### src/msq_pkg.sv
// constants and types for the long-arithmetic function sequencer
// Operation
// - code 16 multiplies accumulator by addressed word
// - multiply first moves accumulator into modifier
// - multiply then loads store multiplier into auxiliary
// - product built by repeated add and shift
// - product high half accumulator, low half auxiliary
// - code 17 divides accumulator:auxiliary by store word
// - divide first reads divisor into modifier
// - quotient left in auxiliary, not accumulator
// - code 18 copies accumulator into auxiliary
// - code 19 copies auxiliary into accumulator low
// - auxiliary one digit narrower, no sign
// - code 20 replaces positive fraction by root
// - root operand is accumulator over zero half
// - root uses add/subtract unit with correction
// - root keeps fraction's number of places
package msq_pkg;
  localparam int ACC_W = 16;
  localparam int MAG_W = ACC_W - 1;
  localparam int AR_W = ACC_W - 1;
  localparam int SIGN_BIT = ACC_W - 1;
  localparam int FUNC_W = 5;
  localparam int ADDR_W = 10;
  localparam int ALU_W = 20;
  localparam int CNT_W = 4;
  localparam int RAD_W = 2 * MAG_W;
  localparam logic [CNT_W-1:0] STEP_LAST = CNT_W'(MAG_W - 1);
  localparam logic [FUNC_W-1:0] FN_MUL = 5'h10;
  localparam logic [FUNC_W-1:0] FN_DIV = 5'h11;
  localparam logic [FUNC_W-1:0] FN_TO_AR = 5'h12;
  localparam logic [FUNC_W-1:0] FN_FROM_AR = 5'h13;
  localparam logic [FUNC_W-1:0] FN_SQRT = 5'h14;
  localparam logic [1:0] ROOT_TRIAL_LSB = 2'h1;

  typedef enum logic [2:0] {
    ST_IDLE = 3'h0,
    ST_FETCH = 3'h1,
    ST_CALC = 3'h3,
    ST_WRITE = 3'h2,
    ST_DONE = 3'h6
  } msq_state_t;
endpackage

### src/msq_sequencer.sv
// sequencer for multiply, divide, register transfer and square root
`timescale 1ns/1ps
module msq_sequencer (
  input wire logic i_clk,
  input wire logic i_rst,
  input wire logic i_start,
  input wire logic [msq_pkg::FUNC_W-1:0] i_func,
  input wire logic [msq_pkg::ADDR_W-1:0] i_addr,
  input wire logic [msq_pkg::ACC_W-1:0] i_acc,
  output logic o_store_rd,
  output logic [msq_pkg::ADDR_W-1:0] o_store_addr,
  input wire logic [msq_pkg::ACC_W-1:0] i_store_data,
  input wire logic i_store_ack,
  output logic o_acc_load,
  output logic [msq_pkg::ACC_W-1:0] o_acc_data,
  output logic [msq_pkg::AR_W-1:0] o_ar,
  output logic [msq_pkg::ACC_W-1:0] o_mod,
  output logic o_busy,
  output logic o_done
);
  msq_pkg::msq_state_t state_reg, state_next;
  logic [msq_pkg::FUNC_W-1:0] func_reg, func_next;
  logic [msq_pkg::ADDR_W-1:0] addr_reg, addr_next;
  logic [msq_pkg::ACC_W-1:0] mod_reg, mod_next;
  logic [msq_pkg::ALU_W-1:0] hi_reg, hi_next;
  logic [msq_pkg::AR_W-1:0] ar_reg, ar_next;
  logic [msq_pkg::RAD_W-1:0] rad_reg, rad_next;
  logic [msq_pkg::MAG_W-1:0] root_reg, root_next;
  logic sign_reg, sign_next;
  logic [msq_pkg::ACC_W-1:0] acc_data_reg, acc_data_next;
  logic acc_load_reg, acc_load_next;

  logic [msq_pkg::ALU_W-1:0] alu_a, alu_b, alu_res;
  logic alu_sub, alu_carry;
  logic cnt_load, cnt_dec, cnt_last;
  logic start_ok;

  function automatic logic [msq_pkg::ALU_W-1:0] mag_ext(input logic [msq_pkg::ACC_W-1:0] w);
    mag_ext = {{(msq_pkg::ALU_W - msq_pkg::MAG_W){1'b0}}, w[msq_pkg::MAG_W-1:0]};
  endfunction

  function automatic logic is_long_code(input logic [msq_pkg::FUNC_W-1:0] f);
    is_long_code = (f >= msq_pkg::FN_MUL) && (f <= msq_pkg::FN_SQRT);
  endfunction

  msq_arith u_arith (
    .i_a(alu_a),
    .i_b(alu_b),
    .i_sub(alu_sub),
    .o_res(alu_res),
    .o_carry(alu_carry)
  );

  msq_step_cnt u_cnt (
    .i_clk(i_clk),
    .i_rst(i_rst),
    .i_load(cnt_load),
    .i_dec(cnt_dec),
    .o_last(cnt_last)
  );

  // operand steering for one iteration
  always_comb begin
    alu_a = hi_reg;
    alu_b = mag_ext(mod_reg);
    alu_sub = 1'b0;
    if (func_reg == msq_pkg::FN_DIV) begin
      alu_a = {hi_reg[msq_pkg::ALU_W-2:0], ar_reg[msq_pkg::AR_W-1]};
      alu_sub = 1'b1;
    end else if (func_reg == msq_pkg::FN_SQRT) begin
      // trial subtrahend is root followed by 01
      alu_a = {hi_reg[msq_pkg::ALU_W-3:0], rad_reg[msq_pkg::RAD_W-1 -: 2]};
      alu_b = {{(msq_pkg::ALU_W - msq_pkg::MAG_W - 2){1'b0}}, root_reg,
               msq_pkg::ROOT_TRIAL_LSB};
      alu_sub = 1'b1;
    end
  end

  assign start_ok = (state_reg == msq_pkg::ST_IDLE) && i_start && is_long_code(i_func);

  always_comb begin
    state_next = state_reg;
    func_next = func_reg;
    addr_next = addr_reg;
    mod_next = mod_reg;
    hi_next = hi_reg;
    ar_next = ar_reg;
    rad_next = rad_reg;
    root_next = root_reg;
    sign_next = sign_reg;
    acc_data_next = acc_data_reg;
    acc_load_next = 1'b0;
    cnt_load = 1'b0;
    cnt_dec = 1'b0;
    case (state_reg)
      msq_pkg::ST_IDLE: begin
        if (start_ok) begin
          func_next = i_func;
          addr_next = i_addr;
          sign_next = i_acc[msq_pkg::SIGN_BIT];
          hi_next = mag_ext(i_acc);
          cnt_load = 1'b1;
          if (i_func == msq_pkg::FN_MUL) begin
            mod_next = i_acc;
            hi_next = '0;
            state_next = msq_pkg::ST_FETCH;
          end else if (i_func == msq_pkg::FN_DIV) begin
            state_next = msq_pkg::ST_FETCH;
          end else if (i_func == msq_pkg::FN_TO_AR) begin
            ar_next = i_acc[msq_pkg::AR_W-1:0];
            state_next = msq_pkg::ST_DONE;
          end else if (i_func == msq_pkg::FN_FROM_AR) begin
            state_next = msq_pkg::ST_WRITE;
          end else begin
            // accumulator over an all-zero lower half
            hi_next = '0;
            root_next = '0;
            rad_next = {i_acc[msq_pkg::MAG_W-1:0], {msq_pkg::MAG_W{1'b0}}};
            state_next = msq_pkg::ST_CALC;
          end
        end
      end
      msq_pkg::ST_FETCH: begin
        if (i_store_ack) begin
          if (func_reg == msq_pkg::FN_MUL) begin
            ar_next = i_store_data[msq_pkg::AR_W-1:0];
            sign_next = sign_reg ^ i_store_data[msq_pkg::SIGN_BIT];
          end else begin
            mod_next = i_store_data;
            sign_next = sign_reg ^ i_store_data[msq_pkg::SIGN_BIT];
          end
          state_next = msq_pkg::ST_CALC;
        end
      end
      msq_pkg::ST_CALC: begin
        cnt_dec = 1'b1;
        if (func_reg == msq_pkg::FN_MUL) begin
          // add when multiplier digit set, then shift pair right
          if (ar_reg[0]) begin
            hi_next = alu_res >> 1;
            ar_next = {alu_res[0], ar_reg[msq_pkg::AR_W-1:1]};
          end else begin
            hi_next = hi_reg >> 1;
            ar_next = {hi_reg[0], ar_reg[msq_pkg::AR_W-1:1]};
          end
        end else if (func_reg == msq_pkg::FN_DIV) begin
          hi_next = alu_carry ? alu_res : alu_a;
          ar_next = {ar_reg[msq_pkg::AR_W-2:0], alu_carry};
        end else begin
          // failed trial is corrected by keeping old remainder
          hi_next = alu_carry ? alu_res : alu_a;
          root_next = {root_reg[msq_pkg::MAG_W-2:0], alu_carry};
          rad_next = rad_reg << 2;
        end
        if (cnt_last) begin
          state_next = msq_pkg::ST_WRITE;
        end
      end
      msq_pkg::ST_WRITE: begin
        state_next = msq_pkg::ST_DONE;
        if (func_reg == msq_pkg::FN_MUL) begin
          // high half with sign into accumulator
          acc_data_next = {sign_reg, hi_reg[msq_pkg::MAG_W-1:0]};
          acc_load_next = 1'b1;
        end else if (func_reg == msq_pkg::FN_FROM_AR) begin
          acc_data_next = {1'b0, ar_reg};
          acc_load_next = 1'b1;
        end else if (func_reg == msq_pkg::FN_SQRT) begin
          // root has as many places as operand
          acc_data_next = {1'b0, root_reg};
          acc_load_next = 1'b1;
        end
      end
      msq_pkg::ST_DONE: begin
        state_next = msq_pkg::ST_IDLE;
      end
      default: begin
        state_next = msq_pkg::ST_IDLE;
      end
    endcase
  end

  always_ff @(posedge i_clk) begin
    if (i_rst) begin
      state_reg <= msq_pkg::ST_IDLE;
      func_reg <= '0;
      addr_reg <= '0;
      mod_reg <= '0;
      hi_reg <= '0;
      ar_reg <= '0;
      rad_reg <= '0;
      root_reg <= '0;
      sign_reg <= 1'b0;
      acc_data_reg <= '0;
      acc_load_reg <= 1'b0;
    end else begin
      state_reg <= state_next;
      func_reg <= func_next;
      addr_reg <= addr_next;
      mod_reg <= mod_next;
      hi_reg <= hi_next;
      ar_reg <= ar_next;
      rad_reg <= rad_next;
      root_reg <= root_next;
      sign_reg <= sign_next;
      acc_data_reg <= acc_data_next;
      acc_load_reg <= acc_load_next;
    end
  end

  assign o_store_rd = (state_reg == msq_pkg::ST_FETCH);
  assign o_store_addr = addr_reg;
  assign o_acc_load = acc_load_reg;
  assign o_acc_data = acc_data_reg;
  assign o_ar = ar_reg;
  assign o_mod = mod_reg;
  assign o_busy = (state_reg != msq_pkg::ST_IDLE);
  assign o_done = (state_reg == msq_pkg::ST_DONE);
endmodule

### src/msq_arith.sv
// add/subtract unit shared by the multiply, divide and root sequences
`timescale 1ns/1ps
module msq_arith (
  input wire logic [msq_pkg::ALU_W-1:0] i_a,
  input wire logic [msq_pkg::ALU_W-1:0] i_b,
  input wire logic i_sub,
  output logic [msq_pkg::ALU_W-1:0] o_res,
  output logic o_carry
);
  logic [msq_pkg::ALU_W:0] sum;
  logic [msq_pkg::ALU_W-1:0] b_in;

  always_comb begin
    b_in = i_sub ? ~i_b : i_b;
    // carry out on subtract means a >= b (no borrow)
    sum = {1'b0, i_a} + {1'b0, b_in} + {{msq_pkg::ALU_W{1'b0}}, i_sub};
    o_res = sum[msq_pkg::ALU_W-1:0];
    o_carry = sum[msq_pkg::ALU_W];
  end
endmodule

### src/msq_step_cnt.sv
// cycle counter for the add/shift iterations
`timescale 1ns/1ps
module msq_step_cnt (
  input wire logic i_clk,
  input wire logic i_rst,
  input wire logic i_load,
  input wire logic i_dec,
  output logic o_last
);
  logic [msq_pkg::CNT_W-1:0] cnt_reg;
  logic [msq_pkg::CNT_W-1:0] cnt_next;

  always_comb begin
    cnt_next = cnt_reg;
    if (i_load) begin
      cnt_next = msq_pkg::STEP_LAST;
    end else if (i_dec && cnt_reg != '0) begin
      cnt_next = cnt_reg - 1'b1;
    end
  end

  always_ff @(posedge i_clk) begin
    if (i_rst) begin
      cnt_reg <= '0;
    end else begin
      cnt_reg <= cnt_next;
    end
  end

  assign o_last = (cnt_reg == '0);
endmodule

### config.mk
export PLATFORM = sky130hd
export DESIGN_NAME = msq_sequencer
export DESIGN_NICKNAME = d
export VERILOG_FILES = /design/src/msq_pkg.sv /design/src/msq_sequencer.sv /design/src/msq_arith.sv /design/src/msq_step_cnt.sv
export SDC_FILE = /design/constraint.sdc
export NUM_CORES = 1
export LEC_CHECK = 0
export ABC_AREA = 1
export BUFFER_PORTS_ARGS = -buffer_cell sky130_fd_sc_hd__buf_2
export CORE_MARGIN = 3
export CORE_UTILIZATION = 25
export CTS_BUF_LIST = sky130_fd_sc_hd__clkbuf_16
export DETAILED_ROUTE_END_ITERATION = 10
export GPL_TIMING_DRIVEN = 0
export PLACE_DENSITY = 0.42
export SETUP_SLACK_MARGIN = 0.4
export SLEW_MARGIN = 20
export SYNTH_ARGS = -nofsm -noshare
export SYNTH_HDL_FRONTEND = slang
export SYNTH_SLANG_ARGS = --single-unit
### constraint.sdc
create_clock -name i_clk -period 7.35 [get_ports i_clk]
set_clock_uncertainty 0.1 [all_clocks]
set_input_delay 0.3675 -clock i_clk [delete_from_list [all_inputs] [get_ports i_clk]]
set_output_delay 0.3675 -clock i_clk [all_outputs]
set_load 0.01 [all_outputs]
Yosys cells after proc, flatten, opt, wreduce, memory -nomap -nowiden
Index checks and enable logic that the tools add are counted.
- output and inout port bits: 61
- register bits after elaboration: 136
- reduce and logical (&&, ||, !) cells: 23
- equality and inequality tests: 26
- add/subtract/negate cells: 3
- bitwise gates (word level): 3
- $lt $le $gt $ge: 2
- multiplexer cells: 68
- operators with widths (operator ; number):
    $mux W15 ; 20
    $mux W30 ; 7
    $mux W20 ; 7
    $mux W16 ; 7
    $pmux W30 S2 ; 1
    $pmux W15 S3 ; 1
    $eq A5 B5 Y1 const B ; 8
    $pmux W20 S2 ; 1
    $pmux W16 S2 ; 1
    $pmux W15 S2 ; 1
    $add A20 B20 Y21 ; 1
    $add A21 B1 Y21 ; 1
    $not A20 Y20 ; 1
    $mux W19 ; 1
    $mux W3 ; 6
    $ne A2 B2 Y1 const B ; 9
    $mux W17 ; 1
    $reduce_and A8 Y1 ; 2
    $pmux W3 S4 ; 1
    $mux W1 ; 10
    $reduce_bool A3 Y1 ; 3
    $mux W4 ; 2
    $ne A2 B1 Y1 const B ; 4
    $eq A3 B2 Y1 const B ; 2
    other kinds (18) ; 27

Depth between registers and ports, before layout
Gate-level depths: netlist of the first run.
- depth after elaboration: 10
- gate-level depth with buffers: 26

By module
A second synthesis of the first run with hierarchy kept.
- cell total of the unflattened synthesis: 1458
- area total of the unflattened synthesis: 8609.5 sq um
- modules (own cells, without submodules) (module ; area each (sq um) ; sequential area each (sq um) ; cells each ; instances):
    msq_sequencer ; 6877.8 ; 2342.2 ; 1154 ; 1
    msq_arith ; 1473.9 ; 0.0 ; 263 ; 1
    msq_step_cnt ; 257.7 ; 80.1 ; 41 ; 1

Least setup slack after synthesis of the first run
OpenSTA, ideal clock, no wires.
- kind: flip-flop to flip-flop
- start: reg func_reg[4] (netlist bit)
- end: reg hi_reg[14] (netlist bit)
- clock period less this slack: 3.426 ns
- arrival time: 3.212 ns
- buffers on the path: 3
- stages on the path, launching flop included: 26
- slack: 3.924 ns
- path through: dfxtp_1 nand2_2 inv_2 nand3_4 nand2_8 inv_4 clkbuf_1 clkbuf_1 a21oi_1 ha_1 nand2_1 o21ai_0 nand2_1 nand2_1 nand3_1 nand2_1 nand2_1 nand2_1 nand2_2 nand2_4 buf_6 nand2_1 nand3_1 nand2_1 a21oi_1 nor2_1
- cells in the longest elaborated chain, start to end: 10
- elaborated cells between the ends (all ways): 17
- those cells by class: 2 x add/sub; 3 x eq/ne; 11 x mux; 1 x bitwise
- RTL lines (what ; RTL line ; source):
    from (decl) ; msq_sequencer.sv:22 ; logic [msq_pkg::FUNC_W-1:0] func_reg, func_next;
    from (signal assigned) ; msq_sequencer.sv:198 ; func_reg <= func_next;
    $eq A5 B5 Y1 ; msq_sequencer.sv:70 ; end else if (func_reg == msq_pkg::FN_SQRT) begin
    $mux W17 ; msq_sequencer.sv:70 ;
    $mux W20 ; msq_sequencer.sv:67 ; if (func_reg == msq_pkg::FN_DIV) begin
    $not A20 Y20 ; msq_arith.sv:14 ; b_in = i_sub ? ~i_b : i_b;
    $mux W20 ; msq_arith.sv:14 ;
    $add A20 B20 Y21 ; msq_arith.sv:16 ; sum = {1'b0, i_a} + {1'b0, b_in} + {{msq_pkg::ALU_W{1'b0}}, i_sub};
    $add A21 B1 Y21 ; msq_arith.sv:16 ;
    $mux W20 or $mux W19 (tied branches) ; msq_sequencer.sv:147, msq_sequencer.sv:151, msq_sequencer.sv:139 ;
    $mux W20 (*) ; msq_sequencer.sv:137 ; if (func_reg == msq_pkg::FN_MUL) begin
    $pmux W20 S2 (*) ; msq_sequencer.sv:95 ; case (state_reg)
    to (signal assigned) ; msq_sequencer.sv:201 ; hi_reg <= hi_next;
    to (decl) ; msq_sequencer.sv:25 ; logic [msq_pkg::ALU_W-1:0] hi_reg, hi_next;
Every way passes the cells marked *; elsewhere a longest branch is shown, timed or not.
A chain may end at the register's enable or synchronous reset.

Final worst setup path of the first run
- start: reg func_reg[0] (netlist bit)
- end: reg hi_reg[14] (netlist bit)
Same word-level chain as after synthesis.

==> results of run 1 <==
[cell usage in the layout (no fill, tap or decap), types with 5 or more instances in the layout]
cell,count
a31oi_1,42
nor2_1,87
clkbuf_16,17
nand4_1,22
o21ai_1,9
o22ai_1,26
buf_1,5
nor3_1,9
a211oi_1,30
xnor2_1,7
nand2_1,227
dfxtp_1,121
inv_6,5
xor2_1,5
inv_1,103
nand3_1,41
o211ai_1,21
o21ai_0,117
a21oi_1,146
clkbuf_1,44
ha_1,20
nor2_2,8
inv_2,13
buf_2,126
[area by class of cell]
type / count / area [sq um]
fill: 3382 / 20660
multi-input combinational: 859 / 4544
sequential: 121 / 2422
timing repair buffer: 110 / 550.5
tap: 390 / 488.0
inverter: 118 / 446.7
clock buffer: 17 / 425.4
buffer: 70 / 309.0
clock inverter: 15 / 188.9
[stage by stage]
stage / total power [mW] / cells / area (sq um) / utilization / hold slack [ns]
finish: 3.795 / 1700 / 9375 / 0.3122 / 0.1078
global route: 4.049 / 1700 / 9375 / 0.3122 / 0.1145
CTS: 3.771 / 1700 / 9375 / 0.3122 / 0.1033
detailed placement: 2.862 / 1668 / 8761 / 0.2917 / 0.3598
global placement: 2.878 / 1668 / 8761 / 0.2917 / 0.3495
floorplan: 2.155 / 1168 / 7722 / - / 0.3481
[power by group through the flow]
stage	combinational, mW	sequential [mW]	clock (mW)
4_1_cts	1.74	1.12	0.911
3_5_place_dp	1.73	1.13	0
6_report	1.76	1.13	0.900
3_3_place_gp	1.74	1.14	0
5_1_grt	1.96	1.15	0.937
2_1_floorplan	1.10	1.05	0
[worst max-delay path, delay by kind of cell, from the launching register on]
family	cells	cell delay [ns]
flip-flops	1	0.38
adder cells (fa/ha/maj)	1	0.36
buffers and inverters	4	1.22
AND/OR/NAND/NOR	16	1.59
AO/OA/AOI/OAI	3	0.75
[path summary, 6_finish.rpt]
path / to / startpoint / slack [ns]
worst max register to register: hi_reg[14]$_SDFFE_PP0N_ / func_reg[0]$_SDFFE_PP0P_ / 2.82
worst min-delay path: o_store_addr[7]$_SDFFE_PP0P_ / i_addr[7] / 0.11
worst max-delay path: hi_reg[14]$_SDFFE_PP0N_ / func_reg[0]$_SDFFE_PP0P_ / 2.82
worst min register to register: o_store_addr[7]$_SDFFE_PP0P_ / o_store_addr[7]$_SDFFE_PP0P_ / 0.37
[per-layer routing]
layer  vias to the layer above  global-route usage
met5                         -                   0
met4                         0             0.06094
met3                        53             0.02985
met2                       333              0.3527
met1                      4288              0.3031
li1                       4310                   -
[cell families after synthesis]
family | after synthesis | synth area share
buffers and inverters | 188 | 0.09786
adder cells (fa/ha/maj) | 21 | 0.03500
AND/OR/NAND/NOR | 416 | 0.2378
flip-flops | 121 | 0.3137
XOR/XNOR | 12 | 0.01361
AO/OA/AOI/OAI | 410 | 0.3020
==> impl_metrics.py, run 1 <==
metrics = {
    "critical_path": {
        "cp-start-kind": "register",
        "critPathKind": "register to register",
        "cp-end-kind": "register",
        "cp.arrival_ns": 4.75,
        "crit_required_ns": 7.57,
        "slowest_stage": "clkbuf_1",
        "rr_worst_depth": 24,
        "cp_cell_sequence": "nor2_2 -> nand3_4 -> nand2_8 -> inv_4 -> clkbuf_1 -> clkbuf_1 -> a21oi_1 -> ha_1 -> nand2_1 -> o21ai_0 -> nand2_1 -> nand2_1 -> nand3_1 -> nand2_1 -> nand2_1 -> nand2_1 -> nand2_2 -> nand2_4 -> buf_6 -> nand2_1 -> nand3_1 -> nand2_1 -> a21oi_1 -> nor2_1",
        "max_stage_delay_ns": 0.47,
        "crit_top_cell": "nand2_1",
        "worstPathMaxFanout": 11,
    },
    "timing": {
        "min_period_ns": 4.527,
        "drv_slew": 0,
        "rsz0062_at_grt": "no",
        "finalHoldViolCount": 0,
        "worstMarginPinSlew_ns": 0.8487,
        "fin_crit_sh": 0.6159,
        "relSlewSlack": 0.4342,
        "fmax_ghz": 0.2209,
        "final.setup.tns_ns": 0,
        "fin_ws_ns": 2.823,
        "finalSetupViolations": 0,
    },
    "pwr": {
        "combPwrFrac": 0.464,
        "pwr_density_cell_nw_per_um2": 404.8,
        "pwr-share-clk": 0.237,
        "sw_frac_of_total": 0.4822,
        "power_switching_mw": 1.830,
        "p_int_mw": 1.965,
        "ir_drop_uv": 147.3,
        "leakagePower_nw": 3.970,
        "power_frac_seq": 0.299,
    },
    "global_routing": {
        "track_usage": 0.2178,
        "grt.overflow.total": 0,
        "grt_pass1_wl_mm": 55.00,
        "grt_max_degree": 17,
        "antenna_found_initial": 0,
        "grt_pass1_vias": 8814,
    },
    "synthesis": {
        "ys_types": 52,
        "syn_area_sq_um": 7722,
        "async_reset_ff_frac": 0,
        "avgSynthCellArea_sq_um": 6.612,
        "ys_top_cells_by_area": "dfxtp_1, nand2_1, a21oi_1",
        "synthCells": 1168,
        "synth_top_cell_area_share": 0.3137,
        "synth_common_cells": "nand2_1, a21oi_1, dfxtp_1, o21ai_0, inv_1",
        "yosysMostFrequentCell": "nand2_1",
        "ys_seq_elements": 121,
        "ys_warn_count": 0,
        "synth_enable_flop_cells": 0,
        "ys_seq_area_frac": 0.3137,
        "synth_flop_cell": "dfxtp_1",
        "syn_nets": 1240,
        "yosysTopAreaCell": "dfxtp_1",
    },
    "detailed_routing": {
        "wl_met1_mm": 16.72,
        "wl_mm": 36.60,
        "vias": 8984,
        "wl_per_cell_um": 21.53,
        "top_layer": "met4",
        "wl_met2_mm": 16.74,
        "first_iter_violations": 684,
        "drcViolationCount": 0,
        "vias_per_cell": 5.285,
        "ant_nets": 0,
        "dr.pass1.iters": 5,
        "met3WireLength_mm": 2.324,
    },
    "die": {
        "dieArea_sq_um": 33030,
        "die_y_um": 181.8,
        "io_pins": 112,
        "die_w_um": 181.8,
        "rows": 63,
        "core_region_area_sq_um": 30030,
        "start_util": 0.2571,
    },
    "clock_network": {
        "numCtsBuffers": 17,
        "clk_path_buf_depth": 2,
        "clock_latency_ns": 0.43,
        "post_cts_buffers": 0,
        "post_cts_resized": 0,
        "cts-root-buf": "clkbuf_16",
        "cts_htree_levels": 4,
        "cts_tree": "done",
        "clock_sinks": 121,
        "clk_pin_slew_ns": 0.06,
        "ctsHoldBuffers": 0,
    },
    "final_layout": {
        "nNetsFinal": 1369,
        "drive_above_1_share": 0.1550,
        "diodes": 0,
        "largest_register_ffs": 20,
        "area_growth_pct": 21.40,
    },
    "placement": {
        "place_congestion": 0.9159,
        "place_ws_ns": 2.831,
        "place_hpwl_mm": 28.37,
        "io_buffers": 110,
    },
    "min_path": {
        "min_path_type": "input port to register",
        "hold_depth": 3,
    },
    "outcome": {
        "status": "completed",
    },
    "flow_run": {
        "maxCapViolations": 0,
    },
}
No activity file was read; power rests on OpenSTA's default activity.
==> run 2, diff against run 1 <==
--- a/config.mk
+++ b/config.mk
@@ -12,7 +12,7 @@
 export CTS_BUF_LIST = sky130_fd_sc_hd__clkbuf_16
 export DETAILED_ROUTE_END_ITERATION = 10
 export GPL_TIMING_DRIVEN = 0
-export PLACE_DENSITY = 0.42
+export PLACE_DENSITY = 0.44
 export SETUP_SLACK_MARGIN = 0.4
 export SLEW_MARGIN = 20
 export SYNTH_ARGS = -nofsm -noshare
==> constraint.sdc (replaced) <==
create_clock -name i_clk -period 4.1 [get_ports i_clk]
set_clock_uncertainty 0.1 [all_clocks]
set_input_delay 0.205 -clock i_clk [delete_from_list [all_inputs] [get_ports i_clk]]
set_output_delay 0.205 -clock i_clk [all_outputs]
set_load 0.01 [all_outputs]
==> run 2 against run 1 <==
Effect of this change:
- non-clock buffer count increased by 47
- flip-flop and latch count unchanged
- worst setup slack got worse by 2.3 ns
- largest cell class unchanged
- core utilization increased by 2.4 points
- die area unchanged
- count of clock-buffer cells in the layout unchanged
- critical endpoint is now hi_reg[11]$_SDFFE_PP0N_
==> impl_metrics.py, run 2 (synthesized netlist as in run 1, its figures left out) <==
metrics = {
    "final_layout": {
        "final_cell_mix": "nand2_1, a21oi_1, buf_2",
        "final_area_sq_um": 10100,
        "largest_register_ffs": 20,
        "ff_latch_area_sq_um": 2426,
        "fillCellCount": 3325,
        "drive_above_1_share": 0.1873,
        "multiInputGateArea_sq_um": 4748,
        "final_common_cell": "nand2_1",
        "nNetsFinal": 1416,
        "area_growth_pct": 30.83,
        "diodes": 0,
    },
    "placement": {
        "io_buffers": 110,
        "place_hpwl_mm": 28.13,
        "place_congestion": 0.9298,
        "placed_cell_area_sq_um": 8761,
    },
    "global_routing": {
        "grt_pass1_vias": 8751,
        "track_usage": 0.2172,
        "grt_pass1_wl_mm": 54.84,
        "grt_max_degree": 17,
        "antenna_found_initial": 0,
        "grt.overflow.total": 0,
    },
    "critical_path": {
        "worstReg2RegStart": "func_reg[4]$_SDFFE_PP0P_",
        "cp-start-kind": "register",
        "ff2ff_setup_slack_ns": 0.57,
        "cp-end-kind": "register",
        "crit_required_ns": 4.31,
        "rr_worst_depth": 21,
        "worstPathMaxFanout": 10,
        "critPathKind": "register to register",
        "cp.arrival_ns": 3.74,
        "r2r-end": "hi_reg[11]$_SDFFE_PP0N_",
    },
    "detailed_routing": {
        "wl_mm": 36.95,
        "met3WireLength_mm": 2.315,
        "first_iter_violations": 1028,
        "drcViolationCount": 0,
        "top_layer": "met4",
        "wl_per_cell_um": 21.16,
        "wl_met1_mm": 16.47,
        "ant_nets": 0,
        "wl_met2_mm": 17.08,
        "vias": 9173,
        "dr.pass1.iters": 6,
        "vias_per_cell": 5.254,
    },
    "pwr": {
        "power_switching_mw": 3.293,
        "power_frac_seq": 0.287,
        "ir_drop_uv": 235.2,
        "pwr-share-clk": 0.233,
        "p_int_mw": 3.738,
        "leakagePower_nw": 4.240,
        "sw_frac_of_total": 0.4683,
        "pwr_density_cell_nw_per_um2": 695.9,
        "combPwrFrac": 0.480,
    },
    "die": {
        "die_w_um": 181.8,
        "core_region_area_sq_um": 30030,
        "io_pins": 112,
        "start_util": 0.2571,
        "dieArea_sq_um": 33030,
        "die_y_um": 181.8,
        "rows": 63,
    },
    "clock_network": {
        "clk_path_buf_depth": 2,
        "clk_pin_slew_ns": 0.06,
        "cts_htree_levels": 4,
        "cts_tree": "done",
        "numCtsBuffers": 17,
        "clock_sinks": 121,
        "clock_latency_ns": 0.43,
        "cts-root-buf": "clkbuf_16",
    },
    "min_path": {
        "min_from": "i_acc[0]",
        "min_path_type": "input port to register",
        "holdPathEnd": "rad_reg[15]$_SDFFE_PP0P_",
        "hold_depth": 3,
    },
    "timing": {
        "drv_slew": 0,
        "fin_crit_sh": 0.8605,
        "worstMarginPinSlew_ns": 0.8848,
        "min_period_ns": 3.528,
        "finalSetupViolations": 0,
        "relSlewSlack": 0.4102,
        "finalHoldViolCount": 0,
        "rsz0062_at_grt": "no",
        "fmax_ghz": 0.2835,
        "holdWs_ns": 0.01984,
    },
    "outcome": {
        "status": "completed",
    },
    "flow_run": {
        "maxCapViolations": 0,
    },
}
## run 2: worst max path at each step
stage	start	slack, ns	depth (start not counted)	endpoint
6_report	func_reg[4]$_SDFFE_PP0P_	0.57	21	hi_reg[11]$_SDFFE_PP0N_
5_1_grt	func_reg[2]$_SDFFE_PP0P_	0.38	19	hi_reg[11]$_SDFFE_PP0N_
4_1_cts	func_reg[2]$_SDFFE_PP0P_	0.40	21	hi_reg[3]$_SDFFE_PP0N_
3_5_place_dp	func_reg[3]$_SDFFE_PP0P_	-0.66	24	hi_reg[14]$_SDFFE_PP0N_
3_3_place_gp	func_reg[3]$_SDFFE_PP0P_	-0.67	24	hi_reg[14]$_SDFFE_PP0N_
2_1_floorplan	func_reg[4]$_SDFFE_PP0P_	0.67	25	hi_reg[14]$_SDFFE_PP0N_
## run 2: power groups by stage
stage	combinational [mW]	sequential (mW)	clock [mW]
after global routing	3.69	2.06	1.72
after detailed placement	3.06	2.03	0
after floorplan	1.98	1.88	0
after global placement	3.07	2.03	0
final	3.38	2.02	1.64
after CTS	3.19	2.01	1.66
## run 2: final cells by class
cell class | instances | share of cell area
Buffer | 70 | 0.03542
Multi-Input combinational cell | 859 | 0.4700
Tap cell | 390 | 0.04830
Clock inverter | 14 | 0.01944
Timing Repair Buffer | 157 | 0.09994
Clock buffer | 17 | 0.04211
Sequential cell | 121 | 0.2401
Inverter | 118 | 0.04471
## run 2: layer usage
metal / global-route usage / vias to the layer above
met1: 0.2997 / 4342
met2: 0.3520 / 361
met4: 0.06642 / 0
li1: - / 4404
met5: 0 / -
met3: 0.02985 / 66
## run 2: what timing repair did
item                       4_1_cts  5_1_grt
resized for setup               37       38
gates cloned                     0        1
hold buffers                    34        0
pin swaps                        3        8
setup buffers                    4        8
hold endpoints to repair        27        0
setup endpoints to repair       22       22
## run 2: stage by stage
step	TNS, ns	util	total power, mW	setup slack [ns]	std cells
final	0	0.3364	7.031	0.5720	1746
after global routing	0	0.3364	7.468	0.3793	1746
after CTS	0	0.3285	6.861	0.4026	1737
after detailed placement	-13.04	0.2917	5.088	-0.6645	1668
after global placement	-13.09	0.2917	5.107	-0.6738	1668
after floorplan	0	-	3.862	0.6737	1168
## run 2: critical path: stages, from the launching register on
cell,delay (ns)
dfxtp_2,0.39
nand2_2,0.08
inv_2,0.08
nand3_4,0.15
nand2_8,0.11
inv_4,0.08
buf_8,0.16
buf_8,0.16
a21oi_2,0.19
ha_2,0.34
a21oi_1,0.19
o21ai_0,0.10
a21oi_1,0.16
nand2_2,0.10
nand2_1,0.09
nand2_1,0.08
nand2_2,0.12
nand2_8,0.10
buf_4,0.16
or2_2,0.26
nand3_1,0.11
a21oi_1,0.10
==> run 3, diff against run 2 <==
--- a/config.mk
+++ b/config.mk
@@ -8,11 +8,11 @@
 export ABC_AREA = 1
 export BUFFER_PORTS_ARGS = -buffer_cell sky130_fd_sc_hd__buf_2
 export CORE_MARGIN = 3
-export CORE_UTILIZATION = 25
+export CORE_UTILIZATION = 45
 export CTS_BUF_LIST = sky130_fd_sc_hd__clkbuf_16
 export DETAILED_ROUTE_END_ITERATION = 10
 export GPL_TIMING_DRIVEN = 0
-export PLACE_DENSITY = 0.44
+export PLACE_DENSITY = 0.69
 export SETUP_SLACK_MARGIN = 0.4
 export SLEW_MARGIN = 20
 export SYNTH_ARGS = -nofsm -noshare
==> run 3 against run 2 <==
Effect of this change:
- flip-flop and latch count did not move
- power fell by 5.2%
- wire length fell by 15%
- non-clock buffer count is 7 lower
- via count up 2.3%
- count of clock-buffer cells in the layout stayed put
- core utilization grew 25 points
- largest power group unchanged
- combinational power decreased by 3%
- worst hold slack got worse by 0.0088 ns
==> impl_metrics.py, run 3 (synthesized netlist as in run 1, its figures left out) <==
metrics = {
    "outcome": {
        "status": "completed",
    },
    "min_path": {
        "min_path_type": "input port to register",
        "min_from": "i_acc[10]",
        "hold_depth": 3,
        "holdPathEnd": "o_mod[10]$_SDFFE_PP0P_",
    },
    "timing": {
        "finalHoldViolCount": 0,
        "fin_ws_ns": 0.5329,
        "final.setup.tns_ns": 0,
        "holdWs_ns": 0.01106,
        "rsz0062_at_grt": "no",
        "fmax_ghz": 0.2803,
        "drv_slew": 0,
        "min_period_ns": 3.567,
        "finalSetupViolations": 0,
        "fin_crit_sh": 0.8700,
        "relSlewSlack": 0.4153,
        "worstMarginPinSlew_ns": 0.8770,
    },
    "die": {
        "die_w_um": 137,
        "dieArea_sq_um": 18770,
        "rows": 47,
        "start_util": 0.4624,
        "core_region_area_sq_um": 16700,
        "io_pins": 112,
        "die_y_um": 137,
    },
    "critical_path": {
        "worstPathMaxFanout": 10,
        "crit_family": "simple AND/OR/NAND/NOR gates",
        "cp_cell_sequence": "inv_1 -> nor2_4 -> nand3_4 -> nand2_8 -> inv_4 -> buf_6 -> buf_12 -> a21oi_2 -> ha_1 -> nand2_1 -> o21ai_2 -> a21oi_1 -> nand2_2 -> nand2_1 -> nand2_1 -> nand2_2 -> nand2_4 -> buf_6 -> nand2_1 -> nand4_1 -> nand3_1 -> a21oi_1",
        "rr_worst_depth": 22,
        "critPathKind": "register to register",
        "cp-start-kind": "register",
        "cp.arrival_ns": 3.74,
        "worstReg2RegStart": "func_reg[2]$_SDFFE_PP0P_",
        "max_stage_delay_ns": 0.36,
        "cp-end-kind": "register",
        "path_buf_inv": 5,
        "crit_top_cell": "nand2_1",
        "ff2ff_setup_slack_ns": 0.53,
        "r2r-end": "o_ar[0]$_SDFFE_PP0P_",
        "crit_required_ns": 4.28,
        "slowest_stage": "dfxtp_1",
    },
    "clock_network": {
        "clk_path_buf_depth": 2,
        "clock_latency_ns": 0.42,
        "clock_sinks": 121,
        "clk_pin_slew_ns": 0.05,
        "cts-root-buf": "clkbuf_16",
        "numCtsBuffers": 17,
        "cts_tree": "done",
        "cts_htree_levels": 4,
    },
    "final_layout": {
        "final_area_sq_um": 9771,
        "layout.cells.non_filler": 1566,
        "nNetsFinal": 1409,
        "diodes": 0,
        "area_growth_pct": 26.52,
        "drive_above_1_share": 0.1880,
        "largest_register_ffs": 20,
        "final_common_cell": "nand2_1",
        "final_cell_mix": "nand2_1, a21oi_1, buf_2",
        "fin_util": 0.5850,
    },
    "global_routing": {
        "grt_pass1_wl_mm": 47.60,
        "grt_max_degree": 17,
        "grt.overflow.total": 0,
        "grt_pass1_vias": 8769,
        "antenna_found_initial": 0,
        "track_usage": 0.3307,
    },
    "detailed_routing": {
        "drcViolationCount": 0,
        "vias": 9385,
        "vias_per_cell": 5.993,
        "wl_mm": 31.41,
        "dr.pass1.iters": 6,
        "first_iter_violations": 1171,
        "wl_per_cell_um": 20.06,
        "ant_nets": 0,
    },
    "placement": {
        "place_hpwl_mm": 23.63,
        "place_ws_ns": -0.3986,
        "numPlacedInstances": 1498,
        "place_congestion": 0.9859,
        "io_buffers": 110,
        "placed_cell_area_sq_um": 8548,
    },
    "flow_run": {
        "maxCapViolations": 0,
    },
    "pwr": {
        "ir_drop_uv": 492.4,
        "total_power_mw": 6.666,
        "pwr_density_cell_nw_per_um2": 682.3,
        "leakagePower_nw": 4.187,
    },
}
==> run 3: cell types whose count changed in the layout (fill, tap and decap cells not counted), moves of 3 or more <==
cell	previous run	this run
a21oi_4	2	5
buf_4	15	11
buf_8	3	0
clkinv_4	4	0
inv_1	102	107
inv_6	4	0
nor2_1	86	83
nor2_2	7	10
o21ai_2	2	5
o22ai_1	26	21
o22ai_2	0	5
==> run 3: worst max-delay path by stage <==
stage | start | endpoint | slack, ns | cells past startpoint
after global placement | func_reg[0]$_SDFFE_PP0P_ | hi_reg[12]$_SDFFE_PP0N_ | -0.40 | 24
after global routing | func_reg[2]$_SDFFE_PP0P_ | hi_reg[16]$_SDFFE_PP0N_ | 0.38 | 22
after CTS | func_reg[2]$_SDFFE_PP0P_ | o_ar[0]$_SDFFE_PP0P_ | 0.41 | 22
after floorplan | func_reg[4]$_SDFFE_PP0P_ | hi_reg[14]$_SDFFE_PP0N_ | 0.67 | 25
final | func_reg[2]$_SDFFE_PP0P_ | o_ar[0]$_SDFFE_PP0P_ | 0.53 | 22
after detailed placement | func_reg[1]$_SDFFE_PP0P_ | o_ar[0]$_SDFFE_PP0P_ | -0.40 | 23
==> run 3: final cells by class <==
| type | instances | area, sq um |
|---|---|---|
| Tap cell | 220 | 275.3 |
| Multi-Input combinational cell | 859 | 4800 |
| Sequential cell | 121 | 2427 |
| Timing Repair Buffer | 150 | 943.4 |
| Clock inverter | 11 | 96.34 |
| Clock buffer | 17 | 425.4 |
| Buffer | 70 | 354.1 |
| Inverter | 118 | 449.2 |
| Fill cell | 1649 | 6930 |
==> run 3: timing repair <==
action                                  CTS  global route
gates resized for setup                  25            59
hold buffers                             32             0
buffers inserted                          2             6
pin swaps                                 2             3
endpoints found under the setup margin   22            22
hold endpoints to repair                 25             0
==> run 3: power breakdown <==
part,total [mW],internal [mW],switching (mW)
sequential,1.99,1.56,0.432
combinational,3.29,1.16,2.13
clock,1.38,0.860,0.524
total,6.67,3.58,3.09
==> run 3: per-layer routing <==
metal,routed length (um),global-route usage,part of all wire,vias up
li1,-,-,-,4376
met1,12920,0.4349,0.41,4332
met2,14300,0.5253,0.46,593
met3,3105,0.06434,0.099,84
met4,1087,0.1480,0.035,0
met5,0,0,0,-
==> run 3: tightest hold or removal path: stages <==
cell,delay (ns)
buf_2,0.14
nand2_1,0.07
a31oi_1,0.07
